## src/core/asf_pkg.sv

```systemverilog
// shared constants and carriers of the alu and flag register
`default_nettype none
package asf_pkg;

    ////////////////////////////////////////////////////////////////////////////
    // flag register layout
    localparam int unsigned BIT_CARRY   = 0;            // carry / borrow
    localparam int unsigned BIT_NIBBLE  = 1;            // nibble carry / borrow
    localparam int unsigned BIT_ZERO    = 2;            // zero result
    localparam int unsigned BIT_SIGNED  = 3;            // signed range exceeded
    localparam int unsigned BIT_PTR0_LO = 4;            // pointer zero step mode
    localparam int unsigned BIT_PTR1_LO = 6;            // pointer one step mode
    localparam logic [7:0]  FLAG_RESET  = 8'hf0;        // step modes hold, flags clear

    ////////////////////////////////////////////////////////////////////////////
    // register bus map and answers
    localparam logic [31:0] OFS_FLAG    = 32'h0000_0000; // flag register, read/write
    localparam logic [31:0] OFS_RESULT  = 32'h0000_0004; // last result, read only
    localparam logic [1:0]  RESP_OKAY   = 2'h0;
    localparam logic [1:0]  RESP_SLVERR = 2'h2;

    ////////////////////////////////////////////////////////////////////////////
    // operations, operand sources and pointer step actions
    typedef enum logic [4:0] {
        OP_ADD, OP_ADDC, OP_SUB, OP_SUBB, OP_AND, OP_IOR, OP_XOR, OP_COM,
        OP_INC, OP_DEC, OP_RRC, OP_RLC, OP_SWAP, OP_CLR, OP_MOV, OP_BCLR, OP_BSET
    } asf_op_t;

    typedef enum logic [1:0] {SRC_ACC, SRC_FILE, SRC_IMM} asf_src_t;

    typedef enum logic [1:0] {STEP_DEC, STEP_INC, STEP_HOLD} asf_step_t;

    // one instruction from the decoder
    typedef struct packed {
        logic       valid;      // execute this cycle
        asf_op_t    op;         // operation
        asf_src_t   src;        // second / single operand source
        logic [7:0] acc;        // accumulator_reg value
        logic [7:0] file;       // addressed file register value
        logic [7:0] imm;        // immediate from the instruction word
        logic [2:0] bitSel;     // bit number for bit clear / set
        logic       destFlag;   // destination is the flag register
    } asf_req_t;

    // answer to the decoder
    typedef struct packed {
        logic       done;       // result valid, one cycle
        logic [7:0] result;     // 8-bit result
        logic [7:0] flags;      // alu_flag_register contents
        asf_step_t  ptr0Step;   // pointer_zero post-access action
        asf_step_t  ptr1Step;   // pointer_one post-access action
    } asf_rsp_t;

endpackage
`default_nettype wire

```

## src/core/asf_alu_status_flag_logic.sv

```systemverilog
// How it works
// - alu runs one- or two-operand arithmetic or logic op the instruction selects
// - single operand comes from accumulator_reg or the addressed file register
// - two-operand ops use accumulator plus file register or 8-bit immediate
// - flag register holds result flags and both pointer step mode fields
// - any instruction may write the flag register; unblocked bits take its value
// - zero, nibble carry and carry bits ignore the write when the op sets them
// - clear-file on the flag register gives 0000u1uu
// - bit clear, bit set, nibble swap and store leave all flags alone
// - in subtraction carry and nibble carry are borrows of inverted polarity
// - signed_range_exceeded sets when signed result leaves -128..+127
// - step mode 00 decrements, 01 increments, 1x holds the pointer
// - nibble_carry_flag sets on carry out of bit 3 in an addition
// - subtraction adds the two's complement; rotates load carry with bit shifted out
// - flag layout: ptr1 mode 7-6, ptr0 mode 5-4, overflow 3, zero 2, nibble 1, carry 0
//
// Decided for this implementation: the AXI4-Lite interface to the registers and the register offsets.
`timescale 1ns/10ps
`default_nettype none

module asf_alu_status_flag_logic (
    input  wire logic            clk,            // 100 MHz core clock
    input  wire logic            resetn,         // async reset, active low
    input  wire asf_pkg::asf_req_t req,          // instruction from decoder
    output asf_pkg::asf_rsp_t    rsp,            // result, flags, step modes
    input  wire logic [31:0]     s_axi_awaddr,   // write address
    input  wire logic            s_axi_awvalid,  // write address valid
    output logic                 s_axi_awready,  // write address ready
    input  wire logic [31:0]     s_axi_wdata,    // write data
    input  wire logic [3:0]      s_axi_wstrb,    // write byte enables
    input  wire logic            s_axi_wvalid,   // write data valid
    output logic                 s_axi_wready,   // write data ready
    output logic [1:0]           s_axi_bresp,    // write response
    output logic                 s_axi_bvalid,   // write response valid
    input  wire logic            s_axi_bready,   // write response ready
    input  wire logic [31:0]     s_axi_araddr,   // read address
    input  wire logic            s_axi_arvalid,  // read address valid
    output logic                 s_axi_arready,  // read address ready
    output logic [31:0]          s_axi_rdata,    // read data
    output logic [1:0]           s_axi_rresp,    // read response
    output logic                 s_axi_rvalid,   // read data valid
    input  wire logic            s_axi_rready    // read data ready
);

    ////////////////////////////////////////////////////////////////////////////
    // state
    logic [7:0]          flags_q, flags_d;
    logic [7:0]          result_q, result_d;
    logic                done_q, done_d;
    asf_pkg::asf_step_t  ptr0_q, ptr0_d, ptr1_q, ptr1_d;
    logic                awrdy_q, awrdy_d, bvalid_q, bvalid_d;
    logic [1:0]          bresp_q, bresp_d, rresp_q, rresp_d;
    logic                arrdy_q, arrdy_d, rvalid_q, rvalid_d;
    logic [31:0]         rdata_q, rdata_d;

    // datapath intermediates
    logic [7:0] opnd, addX, addY, res, base, affect, logicFlags;
    logic       cin, isArith, busWr;
    logic [8:0] sum;
    logic [4:0] nib;

    ////////////////////////////////////////////////////////////////////////////
    // step mode decode for one pointer
    function automatic asf_pkg::asf_step_t stepOf(input logic [1:0] code);
        if (code[1]) begin
            return asf_pkg::STEP_HOLD;
        end
        return code[0] ? asf_pkg::STEP_INC : asf_pkg::STEP_DEC;
    endfunction

    ////////////////////////////////////////////////////////////////////////////
    // operand select and adder
    always_comb begin
        // accumulator or file for single ops, file or immediate as second operand
        case (req.src)
            asf_pkg::SRC_FILE: opnd = req.file;
            asf_pkg::SRC_IMM:  opnd = req.imm;
            default:           opnd = req.acc;
        endcase
        addX    = req.acc;
        addY    = opnd;
        cin     = 1'b0;
        isArith = 1'b1;
        case (req.op)
            asf_pkg::OP_ADDC: cin = flags_q[asf_pkg::BIT_CARRY];
            // subtract accumulator from operand by adding its two's complement
            asf_pkg::OP_SUB: begin
                addX = opnd;
                addY = ~req.acc;
                cin  = 1'b1;
            end
            asf_pkg::OP_SUBB: begin
                addX = opnd;
                addY = ~req.acc;
                cin  = flags_q[asf_pkg::BIT_CARRY];
            end
            asf_pkg::OP_INC: begin
                addX = opnd;
                addY = 8'h00;
                cin  = 1'b1;
            end
            asf_pkg::OP_DEC: begin
                addX = opnd;
                addY = 8'hff;
            end
            asf_pkg::OP_ADD: cin = 1'b0;
            default: isArith = 1'b0;
        endcase
        sum = {1'b0, addX} + {1'b0, addY} + {8'h00, cin};
        nib = {1'b0, addX[3:0]} + {1'b0, addY[3:0]} + {4'h0, cin};
    end

    ////////////////////////////////////////////////////////////////////////////
    // result and the flag bits each operation produces
    always_comb begin
        res        = sum[7:0];
        affect     = 8'h00;
        logicFlags = flags_q;
        case (req.op)
            asf_pkg::OP_AND:  res = req.acc & opnd;
            asf_pkg::OP_IOR:  res = req.acc | opnd;
            asf_pkg::OP_XOR:  res = req.acc ^ opnd;
            asf_pkg::OP_COM:  res = ~opnd;
            asf_pkg::OP_RRC:  res = {flags_q[asf_pkg::BIT_CARRY], opnd[7:1]};
            asf_pkg::OP_RLC:  res = {opnd[6:0], flags_q[asf_pkg::BIT_CARRY]};
            asf_pkg::OP_SWAP: res = {opnd[3:0], opnd[7:4]};
            asf_pkg::OP_CLR:  res = 8'h00;
            asf_pkg::OP_MOV:  res = req.acc;
            asf_pkg::OP_BCLR: res = opnd & ~(8'h01 << req.bitSel);
            asf_pkg::OP_BSET: res = opnd | (8'h01 << req.bitSel);
            default:          res = sum[7:0];
        endcase
        case (req.op)
            asf_pkg::OP_AND, asf_pkg::OP_IOR, asf_pkg::OP_XOR, asf_pkg::OP_COM,
            asf_pkg::OP_CLR:
                affect[asf_pkg::BIT_ZERO] = 1'b1;
            asf_pkg::OP_RRC, asf_pkg::OP_RLC:
                affect[asf_pkg::BIT_CARRY] = 1'b1;
            asf_pkg::OP_SWAP, asf_pkg::OP_MOV, asf_pkg::OP_BCLR, asf_pkg::OP_BSET:
                affect = 8'h00;
            default:
                affect = isArith ? 8'h0f : 8'h00;
        endcase
        // carry and nibble carry come straight from the adder; borrow = not carry
        logicFlags[asf_pkg::BIT_CARRY]  = sum[8];
        logicFlags[asf_pkg::BIT_NIBBLE] = nib[4];
        logicFlags[asf_pkg::BIT_ZERO]   = (res == 8'h00);
        // sign change with like-signed inputs means range exceeded
        logicFlags[asf_pkg::BIT_SIGNED] = (addX[7] == addY[7]) && (sum[7] != addX[7]);
        if (req.op == asf_pkg::OP_RRC) begin
            logicFlags[asf_pkg::BIT_CARRY] = opnd[0];
        end else if (req.op == asf_pkg::OP_RLC) begin
            logicFlags[asf_pkg::BIT_CARRY] = opnd[7];
        end
    end

    ////////////////////////////////////////////////////////////////////////////
    // flag register next value: bus, then instruction write, then flag logic
    always_comb begin
        busWr = awrdy_q && s_axi_awaddr[7:0] == asf_pkg::OFS_FLAG[7:0]
                && s_axi_awaddr[31:8] == 24'h00_0000 && s_axi_wstrb[0];
        base  = busWr ? s_axi_wdata[7:0] : flags_q;
        flags_d  = base;
        result_d = result_q;
        done_d   = req.valid;
        if (req.valid) begin
            result_d = res;
            if (req.destFlag) begin
                flags_d = res;
                // a flag-producing op keeps its data out of the status nibble
                if (affect != 8'h00) flags_d[3:0] = base[3:0];
            end
            // flag logic wins on the bits the op produces
            flags_d = (flags_d & ~affect) | (logicFlags & affect);
        end
        ptr0_d = stepOf(flags_d[asf_pkg::BIT_PTR0_LO +: 2]);
        ptr1_d = stepOf(flags_d[asf_pkg::BIT_PTR1_LO +: 2]);
    end

    always_ff @(posedge clk or negedge resetn) begin
        if (!resetn) begin
            flags_q  <= asf_pkg::FLAG_RESET;
            result_q <= 8'h00;
            done_q   <= 1'b0;
            ptr0_q   <= asf_pkg::STEP_HOLD;
            ptr1_q   <= asf_pkg::STEP_HOLD;
        end else begin
            flags_q  <= flags_d;
            result_q <= result_d;
            done_q   <= done_d;
            ptr0_q   <= ptr0_d;
            ptr1_q   <= ptr1_d;
        end
    end

    ////////////////////////////////////////////////////////////////////////////
    // axi4-lite slave: ready pulses one cycle after both write channels are valid
    always_comb begin
        awrdy_d  = s_axi_awvalid && s_axi_wvalid && !awrdy_q && !bvalid_q;
        bvalid_d = bvalid_q;
        bresp_d  = bresp_q;
        if (bvalid_q && s_axi_bready) begin
            bvalid_d = 1'b0;
        end
        if (awrdy_q) begin
            bvalid_d = 1'b1;
            bresp_d  = (s_axi_awaddr == asf_pkg::OFS_FLAG
                        || s_axi_awaddr == asf_pkg::OFS_RESULT)
                       ? asf_pkg::RESP_OKAY : asf_pkg::RESP_SLVERR;
        end
        arrdy_d  = s_axi_arvalid && !arrdy_q && !rvalid_q;
        rvalid_d = rvalid_q;
        rdata_d  = rdata_q;
        rresp_d  = rresp_q;
        if (rvalid_q && s_axi_rready) begin
            rvalid_d = 1'b0;
        end
        if (arrdy_q) begin
            rvalid_d = 1'b1;
            rresp_d  = asf_pkg::RESP_OKAY;
            case (s_axi_araddr)
                asf_pkg::OFS_FLAG:   rdata_d = {24'h00_0000, flags_q};
                asf_pkg::OFS_RESULT: rdata_d = {24'h00_0000, result_q};
                default: begin
                    rdata_d = 32'h0000_0000;
                    rresp_d = asf_pkg::RESP_SLVERR;
                end
            endcase
        end
    end

    always_ff @(posedge clk or negedge resetn) begin
        if (!resetn) begin
            awrdy_q  <= 1'b0;
            bvalid_q <= 1'b0;
            bresp_q  <= asf_pkg::RESP_OKAY;
            arrdy_q  <= 1'b0;
            rvalid_q <= 1'b0;
            rdata_q  <= 32'h0000_0000;
            rresp_q  <= asf_pkg::RESP_OKAY;
        end else begin
            awrdy_q  <= awrdy_d;
            bvalid_q <= bvalid_d;
            bresp_q  <= bresp_d;
            arrdy_q  <= arrdy_d;
            rvalid_q <= rvalid_d;
            rdata_q  <= rdata_d;
            rresp_q  <= rresp_d;
        end
    end

    // outputs straight from flops
    assign rsp.done        = done_q;
    assign rsp.result      = result_q;
    assign rsp.flags       = flags_q;
    assign rsp.ptr0Step    = ptr0_q;
    assign rsp.ptr1Step    = ptr1_q;
    assign s_axi_awready   = awrdy_q;
    assign s_axi_wready    = awrdy_q;
    assign s_axi_bvalid    = bvalid_q;
    assign s_axi_bresp     = bresp_q;
    assign s_axi_arready   = arrdy_q;
    assign s_axi_rvalid    = rvalid_q;
    assign s_axi_rdata     = rdata_q;
    assign s_axi_rresp     = rresp_q;
endmodule

`default_nettype wire

```

## config.mk

```make
export PLATFORM = sky130hd
export DESIGN_NAME = asf_alu_status_flag_logic
export DESIGN_NICKNAME = d
export VERILOG_FILES = /design/src/core/asf_pkg.sv /design/src/core/asf_alu_status_flag_logic.sv
export SDC_FILE = /design/constraint.sdc
export NUM_CORES = 1
export LEC_CHECK = 0
export BUFFER_PORTS_ARGS = -buffer_cell sky130_fd_sc_hd__buf_2
export CORE_ASPECT_RATIO = 1.5
export CORE_MARGIN = 5
export CORE_UTILIZATION = 31
export DETAILED_ROUTE_END_ITERATION = 10
export GPL_TIMING_DRIVEN = 0
export PLACE_DENSITY = 0.65
export SLEW_MARGIN = 10
export SYNTH_ARGS = -nofsm -noshare
export SYNTH_HDL_FRONTEND = slang
export SYNTH_SLANG_ARGS = --single-unit
```

## constraint.sdc

```tcl
create_clock -name clk -period 3.35 [get_ports clk]
set_input_delay 0.5025 -clock clk [delete_from_list [all_inputs] [get_ports clk]]
set_output_delay 0.5025 -clock clk [all_outputs]
set_load 0.005 [all_outputs]
```

# Word level (Yosys, flattened, before mapping)
# Index checks and enable logic that the tools add are counted.
[totals]
register_bits = 61
in_bits = 143
output_inout_bits = 62
word_cells = 120
[classes]
n_reduce_logical = 36
muxes = 33
shift = 1
bitwise_logic = 12
eq_ne = 22
n_addsub = 4
[ops]
columns = ["operator", "n"]
rows = [
  ["8-bit case mux with 11 select lines", 1],
  ["32-bit by 3-bit equality test with 1-bit output (second input constant)", 2],
  ["32-bit zero test", 2],
  ["5-bit by 4-bit equality test with 1-bit output (second input constant)", 8],
  ["8-bit two-way mux", 5],
  ["8-bit AND", 4],
  ["8-bit inverter", 4],
  ["8-bit case mux with 2 select lines", 2],
  ["24-bit zero test", 1],
  ["8-bit bitwise OR", 3],
  ["8-bit case mux with 3 select lines", 1],
  ["5-bit by 3-bit equality test with 1-bit output (second input constant)", 4],
  ["8-bit zero test", 2],
  ["1-bit two-way mux", 13],
  ["2-bit two-way mux", 6],
  ["6-bit OR reduction", 2],
  ["1-bit logical AND", 11],
  ["11-bit OR reduction", 1],
  ["5-bit by 2-bit equality test with 1-bit output (second input constant)", 2],
  ["2-bit OR reduction", 5],
  ["8-bit by 8-bit adder with 9-bit output", 1],
  ["9-bit by 1-bit adder with 9-bit output", 1],
  ["9-bit OR reduction", 1],
  ["4-bit two-way mux", 2],
  ["18 further kinds", 24],
]

# Longest topological paths before layout
# Gate-level depths: netlist of the first run.
[depth]
word_depth = 14
depth_mapped = 17
mapped_depth_nobuf = 16

# Worst setup path after synthesis of the first run
# Ideal clock, no wire load.
[synth_timing]
path_kind = "input port to flip-flop"
startpoint = "input req[33] (netlist name)"
endpoint = "register flags_q[2]"
path_stages = 17
setup_ns = 0.066
n_path_buf = 3
path_slack_ns = -0.397
required_ns = 3.284
t_arrival_ns = 3.681
cell_sequence = "buf_4 buf_2 nor2_1 nor2_1 nor3_1 clkbuf_1 o22ai_1 fa_1 fa_1 nor2b_1 o21ai_0 nand2b_1 a31oi_1 xnor2_1 a2bb2oi_1 nor4_1 a31o_1"
[synth_between]
elab_chain_len = 12
elab_cells_between_ends = 49
classes_between = "2 x add/sub; 16 x eq/ne; 14 x mux; 4 x bitwise; 13 x reduce/logical"
[synth_lines]
columns = ["element", "line", "text"]
rows = [
  ["start: declaration", "asf_alu_status_flag_logic.sv:24", "input wire asf_pkg::asf_req_t req,"],
  ["5-bit by 2-bit equality test with 1-bit output, or another cell as far along", "asf_alu_status_flag_logic.sv:84", "case (req.op)"],
  ["2-bit OR reduction (no line), or another cell as far along", "n/a", ""],
  ["8-bit case mux with 3 select lines, or another cell as far along", "asf_alu_status_flag_logic.sv:84", ""],
  ["8-bit by 8-bit adder with 9-bit output / 4-bit two-way mux (equally long branches)", "asf_alu_status_flag_logic.sv:109, asf_alu_status_flag_logic.sv:142", ""],
  ["9-bit by 1-bit adder with 9-bit output, or another cell as far along", "asf_alu_status_flag_logic.sv:109", "sum = {1'b0, addX} + {1'b0, addY} + {8'h00, cin};"],
  ["8-bit case mux with 11 select lines / 8-bit nonzero test (equally long branches)", "asf_alu_status_flag_logic.sv:119, asf_alu_status_flag_logic.sv:171", ""],
  ["4-bit two-way mux", "asf_alu_status_flag_logic.sv:171", "if (affect != 8'h00) flags_d[3:0] = base[3:0];"],
  ["8-bit two-way mux", "asf_alu_status_flag_logic.sv:168", "if (req.destFlag) begin"],
  ["8-bit two-way mux", "asf_alu_status_flag_logic.sv:166", "if (req.valid) begin"],
  ["8-bit AND", "asf_alu_status_flag_logic.sv:174", "flags_d = (flags_d & ~affect) | (logicFlags & affect);"],
  ["8-bit bitwise OR *", "asf_alu_status_flag_logic.sv:174", ""],
  ["8-bit two-way mux *", "asf_alu_status_flag_logic.sv:166", ""],
  ["named net flags_d[2]", "asf_alu_status_flag_logic.sv:47", "logic [7:0] flags_q, flags_d;"],
  ["end signal: assignment", "asf_alu_status_flag_logic.sv:182", "flags_q <= asf_pkg::FLAG_RESET;"],
  ["end signal: assignment", "asf_alu_status_flag_logic.sv:188", "flags_q <= flags_d;"],
  ["end: declaration", "asf_alu_status_flag_logic.sv:47", ""],
]
# The timed path passes the listed nets; every way through them passes the cells marked *. The select of a mux whose other input is x is not followed.
# A chain may end at the register's enable or synchronous reset.

# Worst setup path in the final report of the first run
[layout_timing]
startpoint = "input req[29] (netlist name)"
endpoint = "register flags_q[2]"
[layout_between]
elab_chain_len = 12
elab_cells_between_ends = 22
classes_between = "2 x add/sub; 2 x eq/ne; 8 x mux; 9 x bitwise; 1 x reduce/logical"
[layout_lines]
columns = ["element", "line", "text"]
rows = [
  ["2-bit equality test / 2-bit by 1-bit equality test with 1-bit output (equally long branches)", "asf_alu_status_flag_logic.sv:75", "case (req.src)"],
  ["8-bit case mux with 2 select lines *", "asf_alu_status_flag_logic.sv:75", ""],
  ["8-bit case mux with 3 select lines / 8-bit two-way mux (equally long branches)", "asf_alu_status_flag_logic.sv:84", ""],
  ["8-bit by 8-bit adder with 9-bit output", "asf_alu_status_flag_logic.sv:109", ""],
  ["9-bit by 1-bit adder with 9-bit output", "asf_alu_status_flag_logic.sv:109", ""],
  ["8-bit case mux with 11 select lines *", "asf_alu_status_flag_logic.sv:119", "case (req.op)"],
  ["4-bit two-way mux", "asf_alu_status_flag_logic.sv:171", ""],
  ["8-bit two-way mux", "asf_alu_status_flag_logic.sv:168", ""],
  ["8-bit two-way mux", "asf_alu_status_flag_logic.sv:166", ""],
  ["8-bit AND", "asf_alu_status_flag_logic.sv:174", ""],
  ["8-bit bitwise OR *", "asf_alu_status_flag_logic.sv:174", ""],
  ["8-bit two-way mux *", "asf_alu_status_flag_logic.sv:166", ""],
  ["named net flags_d[2]", "asf_alu_status_flag_logic.sv:47", ""],
]
# Marks and branches as above.

==> results.md, run 1 <==
- The run finished with clean final reports.
- The clock passes through at most 2 buffers.
- The finished layout holds 827 standard cells, fillers aside.
- Based on the critical path, the design can be clocked at up to 301.3 MHz.
- At the end of routability-driven placement, the weighted congestion stood at 1.074.
- The critical path is of the in -> reg type.
- Counting flops with a built-in enable in the synthesized netlist gives 0.
- The net count of the finished layout is 830.
- The uppermost layer routed is met4.
- The max-slew violation count is 0.
- The share of total power dissipated in combinational logic is 50.4%.
- Clock tree synthesis found a total of 33 sinks.
- The post-route clock skew is 0.002331 ns.
- The combined buffer and inverter count along the critical path is 3.
- The number of diodes added for antenna fixing is 0.
- Ranked by total cell area, the synthesized netlist is headed by dfrtp_1 20%, buf_4 7.2%, mux2i_1 4.9%, nor2_1 4.6%, a21oi_1 3.8%.
- Dividing the final minimum period by the clock period gives 99.07%.
- The proportion of synthesized flip-flops having asynchronous set or reset is 100.0%.
- Once the floorplan was initialized, standard cells occupied 31.63% of the core.
- The via count of the first global-routing pass is 4672.
- The cell area that synthesis handed to floorplanning was 3647 um2.
- Per report_power, the sequential group accounts for 27.5% of the total.
- The top cell type by total area after synthesis is dfrtp_1.
- The worst supply voltage drop on vdd is 192.1 uV.
- Entering global routing, the biggest net connects 34 pins.
- Summed over all nets, wire length on met2 after detailed routing comes to 8410 um.
- The net switching fraction of the power is 37.96%.
- The number of antenna violations at the first check in global routing is 0.
- The setup slack on the worst flop-to-flop path is 0.45 ns.
- The clock input transition at the sequential cells of the worst setup and hold paths is 0.05 ns.
- The core outline area is 11530 um2.
- STA classifies the critical path startpoint as an input port.
- The tightest min-delay check is of the in -> async type.
- Setup violations remaining at the end of the flow were counted as 0.
- The cell-internal power is 1.230 mW.
- The TritonCTS clock tree is built.
- The root cell of the clock tree is clkbuf_16.
- The total number of yosys warnings is 0.
- In this run the cell area measured after placement is 4772 um2.
- The vias after detailed routing is 4522.
- The data arrival time of the critical path is 3.53 ns.
- The net switching power figure is 0.7523 mW.
- The critical path's most frequent cell is fa_2.
- At the worst endpoint, the required time is 3.57 ns.
- The cell type group with the largest total delay on the critical path is adder cells.
- For this run, design rule violations remaining after detail routing come to 0.
- In this run the horizontal extent of the chip is 98.57 um.
- The predominant post-synthesis flop cell is dfrtp_1.
- The number of cells produced by synthesis is 468.
- The finished cells cover 5444 um2.
- After floorplanning, the core was divided into 48 placement rows.
- In the final routed layout, each cell accounts on average for 19.75 um.
- The number of DRC markers after the initial detailed-route iteration is 355.
- The cell with the largest stage delay on the worst path is fa_2.
- The die covers 14080 um2.
- The count of state elements after synthesis is 33.
- The clock buffer count from CTS is 5.
- The aggregate global routing overflow is 0.
- The count of cell types in the netlist is 70.
- The top-area cell type share of the netlist area is 19.90%.
- The routed design has 16330 um of wire.
- STA classifies the critical path endpoint as a register.
- For this run, the share of the core covered by cells in the final layout is 47.21%.
- The vertical die dimension is 142.8 um.
- The total power of the final layout is 1.982 mW.
- The leakage power is 2.529 nW.
- The worst pin sits at a relative slew slack of 22.56%.
- The number of H-tree branching levels is 2.
- The iteration count of the initial detailed-routing pass is 5.
- In the global route stage, overall resource usage came out at 22.58%.
- Of all nets on the critical path, the largest fanout is 8.
- The signal on the critical path passes through buf_8 -> ha_4 -> clkbuf_16 -> a221o_1 -> o21ai_2 -> inv_2 -> o22ai_4 -> fa_2 -> fa_2 -> nor2b_2 -> o21ai_1 -> nand2b_1 -> a31oi_4 -> xnor2_2 -> a2bb2oi_4 -> nor4_2 -> a31o_1.
- The routed length on met1 is 5685 um.
- The tool flagged a number of max-cap violations equal to 0.
- The clock network power share is 22.1%.
- The HPWL after detailed placement is 13130 um.
- The wire length of the first global-routing pass is 24910 um.
- The number of placed instances, taps included, is 793.
- For the worst-skew pair, the clock arrives at the later sink with an insertion delay of 0.28 ns.
- After clock tree synthesis, the flow added hold-fix buffers numbering 0.
- Setup total negative slack on the finished layout was measured at 0 ns.
- From synthesis to final layout, the design area changed by 49.26%.
- For this design the ratio of total power to cell area is 364.1 nW/um2.
- The final count of hold timing violations came to 0.
- The share of post-route cells with drive strength above 1 is 44.02%.
- The number of fillers in the final layout is 1153.
- Setup repair after global routing could not meet its margin everywhere.
- The count of boundary I/O pins is 205.
- Counting I/O delays and the setup requirement, the final critical path takes 3.319 ns.
- The count of buffers added on input and output ports is 150.
- In this run the remaining antenna-violating nets after routing total 0.
- Wire segments on met3 add up to 1444 um in the final route.
- The peak per-stage delay on the critical path is 0.43 ns.
- The actual slew at the worst max-slew pin is 1.153 ns.
- The synthesized area per cell is 7.793 um2.
- In the routed layout, each cell is associated on average with a via count of 5.468.
- The proportion of synthesized chip area in sequential cells is 22.78%.
cell families (layout without fill, tap and decap cells):
kind of cell / Yosys count / in the layout / synth area share [%]
other cells: 1 / 26 / 0.1028
mux: 28 / 28 / 8.027
compound gates: 150 / 150 / 28.61
flops: 33 / 33 / 22.78
xor+xnor: 9 / 9 / 2.161
fa+ha+maj: 11 / 11 / 4.185
buf+inv: 81 / 265 / 12.18
simple gates: 155 / 155 / 21.96
per-layer routing:
layer  GRT usage (%)  vias up
met5               0        -
met4           11.22        0
met3           4.839       37
met2           42.96      271
met1           23.00     2106
li1                -     2108
cell usage in the layout (no fill, tap or decap), types with 5 or more instances in the layout:
master	count
dfrtp_1	29
o22a_1	5
a21oi_1	26
conb_1	26
nor2b_1	5
mux2i_1	16
nand3_1	10
inv_1	26
a22oi_1	10
o21ai_0	21
nand2_1	33
ha_1	7
nand2b_1	6
o22ai_1	12
nor4_1	16
o21a_1	5
clkbuf_16	6
nor2_1	39
mux2_2	10
nor2_2	5
buf_2	147
a21o_1	6
nor3_1	9
buf_4	64
clkbuf_1	6
sequential cells by signal, indices dropped and copies added (netlist names):
name / count
flags_q: 8
ptr0_q: 1
s_axi_bvalid: 1
s_axi_awready: 1
ptr1_q: 1
result_q: 8
s_axi_rresp: 1
s_axi_arready: 1
s_axi_rdata: 8
s_axi_rvalid: 1
s_axi_bresp: 1
done_q: 1
path summary, 6_finish.rpt:
path                                                from                    endpoint  depth (start not counted)
min in group clk                                 req[35]            done_q$_DFF_PN0_                          1
worst max-delay path                             req[29]        flags_q[2]$_DFF_PN0_                         17
worst min-delay path                              resetn            done_q$_DFF_PN0_                          1
worst min register to register  s_axi_rvalid$_DFFE_PN0P_     s_axi_arready$_DFF_PN0_                          1
max in group asynchronous                         resetn  s_axi_rdata[4]$_DFFE_PN0P_                          1
worst max register to register      flags_q[0]$_DFF_PN0_        flags_q[2]$_DFF_PN0_                         13
synthesized netlist by cell type (4+ instances only):
| cell | n |
|---|---|
| mux2_2 | 10 |
| clkbuf_1 | 8 |
| nand3_1 | 10 |
| dfstp_2 | 4 |
| a21oi_1 | 28 |
| o21a_1 | 6 |
| inv_1 | 28 |
| a211oi_1 | 5 |
| o21ai_0 | 25 |
| nand2b_1 | 6 |
| nand2_1 | 33 |
| buf_4 | 35 |
| o32a_1 | 4 |
| o221ai_1 | 4 |
| xnor2_1 | 7 |
| a221oi_1 | 5 |
| ha_1 | 9 |
| mux2i_1 | 18 |
| o22a_1 | 5 |
| a21o_1 | 7 |
| a22oi_1 | 11 |
| nor4_1 | 18 |
| o22ai_1 | 13 |
| o211ai_1 | 4 |
| buf_2 | 7 |
| nand4_1 | 4 |
| nor3_1 | 11 |
| nor2b_1 | 8 |
| nor2_1 | 45 |
| dfrtp_1 | 29 |
power groups by stage:
stage / Sequential (mW) / Combinational [mW] / Clock, mW
5_1_grt: 0.557 / 1.08 / 0.465
3_3_place_gp: 0.550 / 0.814 / 0
2_1_floorplan: 0.542 / 0.476 / 0
3_5_place_dp: 0.555 / 0.820 / 0
4_1_cts: 0.548 / 0.911 / 0.444
6_report: 0.545 / 0.999 / 0.438
through the flow:
step | worst slack (ns) | hold slack, ns
final | 0.03111 | 0.2731
after global routing | -0.08785 | 0.3514
after CTS | -0.002011 | 0.3027
after detailed placement | -0.8994 | 0.4513
after global placement | -0.9103 | 0.4480
after floorplan | 0.002628 | 0.2069
final cells by class:
class,instances,area [um2],area share [%]
well taps,150,187.7,3.447
clock inverters,2,10.01,0.1839
plain buffers,48,374.1,6.872
inverters,30,118.9,2.183
multi-input cells,379,2780,51.07
repair buffers,179,1013,18.62
clock buffers,6,128.9,2.367
flip-flops and latches,33,830.8,15.26
timing repair:
action,4_1_cts,5_1_grt
setup buffers,15,14
setup endpoints to repair,14,14
cloned,0,0
gates resized for setup,35,40
pin swaps,15,21
(Power assumes the default switching activity.)
==> inputs of run 2 (changes only) <==
PLACE_DENSITY = 0.68   (was 0.65)
==> run 2 against run 1 <==
The run now ends with negative setup slack left. Total power up 5.5%. Utilization increased by 0.56 points. Clock skew is 0.00077 ns higher. Fmax down 0.93%. Critical endpoint is now result_q[6]$_DFFE_PN0P_. Largest cell class unchanged. Highest routed layer unchanged.
==> results.md, run 2 (same netlist as run 1, synthesis figures left out) <==
- The final weighted congestion in routability-driven placement is 0.9791.
- The run finished, with violations left.
- The net switching power figure is 0.7574 mW.
- The count of boundary I/O pins is 205.
- The vertical die dimension is 142.8 um.
- The finished layout holds 829 standard cells, fillers aside.
- After clock tree synthesis, the clock-pin slew on the worst setup and hold paths is 0.05 ns.
- The data arrival time of the critical path is 3.51 ns.
- In the final layout, the share of cells above drive strength 1 is 43.89%.
- Across the VDD grid, the largest voltage drop is 186.5 uV.
- Setup slack on the critical path of the routed design comes to -0.0001088 ns.
- The number of DRC markers after the initial detailed-route iteration is 315.
- The cell with the largest stage delay on the worst path is fa_2.
- The floorplan die area is 14080 um2.
- STA classifies the critical path endpoint as a register.
- Leaving out fill and tap cells, the most frequent cell in the layout is buf_2.
- Registers are responsible for 26.2% of the overall power.
- The count of nets left with antenna violations after detail routing is 0.
- In this run the tightest slew margin relative to its limit is 22.30%.
- Dividing the detail-routed via count by the number of cells gives 5.521.
- The TritonCTS sink count is 33.
- The clock network latency to the later pin of the worst-skew pair is 0.27 ns.
- The final count of hold timing violations was 0.
- Walking the worst path, the cells encountered are buf_12 -> buf_8 -> nor2_4 -> nor2_4 -> nor3_4 -> clkbuf_8 -> o22ai_4 -> fa_2 -> fa_2 -> nor2b_1 -> o21ai_1 -> nand2b_1 -> a31oi_4 -> xnor2_2 -> a2bb2oi_4 -> buf_6 -> mux2_4.
- Dividing total power by cell area gives a power density of 379.7 nW/um2.
- The final reports fail on negative setup slack.
- The critical register-to-register path endpoint is result_q[6]$_DFFE_PN0P_.
- Measured in cells, the most critical reg-to-reg path has a length of 13.
- For the final database, setup skew stands at 0.003096 ns.
- The clock passes through at most 2 buffers.
- The via count of the first global-routing pass is 4676.
- The global-route usage over all layers is 22.13%.
- The routed wirelength normalized by instance count is 19.86 um.
- The startpoint identified for the worst register-to-register timing path is flags_q[0]$_DFF_PN0_.
- The layout net count is 832.
- The required arrival time at the worst endpoint is 3.51 ns.
- Counting both buffers and inverters, the worst setup path holds a total of 4.
- For the finished layout, the period the worst path requires is 3.350 ns.
- The clock network power share is 25.2%.
- The core outline area is 11530 um2.
- The library cells used most frequently in the layout, excluding fill and tap cells, are 146 x buf_2, 66 x buf_4, 40 x nor2_1.
- The number of antenna violations at the first check in global routing is 0.
- The number of H-tree branching levels is 2.
- The cell total after placement is 793.
- The number of diodes added for antenna fixing is 0.
- The max-slew violation count is 0.
- The path type of the worst setup path is in -> reg.
- The HPWL after detailed placement is 13360 um.
- The synthesis-to-finish area growth is 51.05%.
- After global routing the overflow that remains totals 0.
- The classification of the worst-slack hold path is in -> async.
- The placed instance area is 4772 um2.
- The final cycle utilization of the critical path is 100.0%.
- Once the floorplan was initialized, standard cells occupied 31.63% of the core.
- The x dimension of the die is 98.57 um.
- After floorplanning, the core was divided into 48 placement rows.
- The number of fillers in the final layout is 1183.
- The cell family contributing the most delay on the critical path is adder cells.
- In this run the worst path has a maximum fanout of 9.
- The tree is rooted in a clkbuf_16.
- The total of buffers placed on input and output ports is 150.
- The analysis attributes to cell leakage a power of 2.559 nW.
- TritonCTS built the clock tree.
- The combinational power share is 48.5%.
- Timing would allow up to 298.5 MHz.
- Setup violations remaining at the end of the flow were counted as 1.
- In this run the register-to-register setup slack is 0.33 ns.
- The reported max-cap violation count is 0.
- STA classifies the critical path startpoint as an input port.
- In this design, the stage delay of the slowest critical-path cell is 0.42 ns.
- The vias after detailed routing is 4577.
- The wire length of the first global-routing pass is 24450 um.
- The cell area after layout is 5509 um2.
- At the pin with the least slew margin, the transition time is 1.157 ns.
- Of the total power, the share spent switching nets is 36.21%.
- For this block, the routed nets add up to 16470 um of wire.
- The iteration count of the initial detailed-routing pass is 5.
- Setup repair after global routing could not meet its margin everywhere.
- The cell-internal power is 1.334 mW.
- Counting buffers and inverters, the worst setup path is 17 cells deep.
- The pin count of the biggest net entering global routing is 34.
- The count of unresolved DRC violations after routing is 0.
- The clock buffer count from CTS is 5.
run 2: changes by cell type in the layout (fill, tap and decap cells not counted), moves of 2 or more:
cell | previous run | this run
buf_8 | 4 | 2
a21oi_1 | 26 | 24
buf_4 | 64 | 66
clkinv_2 | 3 | 1
buf_6 | 2 | 5
o21ai_2 | 4 | 2
run 2: repair_timing:
action                     4_1_cts  5_1_grt
hold buffers                     0        0
hold endpoints to repair         0        0
gates resized for setup         36       39
pin swaps                       15       22
setup endpoints to repair       15       10
cloned                           0        0
buffers inserted                16       18
run 2: per-stage QoR:
stage                     power (mW)  hold WS (ns)    TNS (ns)  setup slack (ns)  utilization (%)
after CTS                      2.006        0.3054           0          0.002099            45.38
after global placement         1.368        0.4468      -8.404           -0.7687            41.34
final                          2.092        0.2923  -0.0001088        -0.0001088            47.78
after detailed placement       1.379        0.4553      -9.004           -0.8342            41.38
after global routing           2.206        0.3545     -0.4280           -0.1510            47.78
after floorplan                1.019        0.2069           0          0.002628                -
run 2: per-layer routing:
metal | vias up | part of all wire [%] | track usage [%]
li1 | 2111 | - | -
met1 | 2102 | 34 | 21.75
met2 | 304 | 51 | 41.53
met3 | 60 | 9.5 | 5.279
met4 | 0 | 6.3 | 13.24
met5 | - | 0 | 0
run 2: layout make-up:
| class | count | area, um2 | share of cell area (%) |
|---|---|---|---|
| buffer | 45 | 354.1 | 6.427 |
| clock buffer | 7 | 142.6 | 2.589 |
| clock inverter | 1 | 30.03 | 0.5451 |
| tap | 150 | 187.7 | 3.407 |
| sequential | 33 | 830.8 | 15.08 |
| multi-input combinational | 379 | 2785 | 50.56 |
| timing repair buffer | 184 | 1060 | 19.24 |
| inverter | 30 | 118.9 | 2.158 |
run 2: how the worst max path moves through the flow:
stage	from	to	slack (ns)
2_1_floorplan	req[34]	flags_q[2]$_DFF_PN0_	0.003
3_3_place_gp	req[29]	flags_q[2]$_DFF_PN0_	-0.77
3_5_place_dp	req[29]	ptr1_q[0]$_DFF_PN0_	-0.83
4_1_cts	req[32]	flags_q[2]$_DFF_PN0_	0.002
5_1_grt	req[28]	flags_q[2]$_DFF_PN0_	-0.15
6_report	req[33]	result_q[6]$_DFFE_PN0P_	-0.0001
run 2: power groups by stage:
stage	clock network [mW]	logic [mW]	registers, mW
CTS	0.534	0.921	0.551
global placement	0	0.816	0.552
finish	0.528	1.01	0.549
floorplan	0	0.476	0.542
global route	0.556	1.09	0.560
detailed placement	0	0.823	0.556
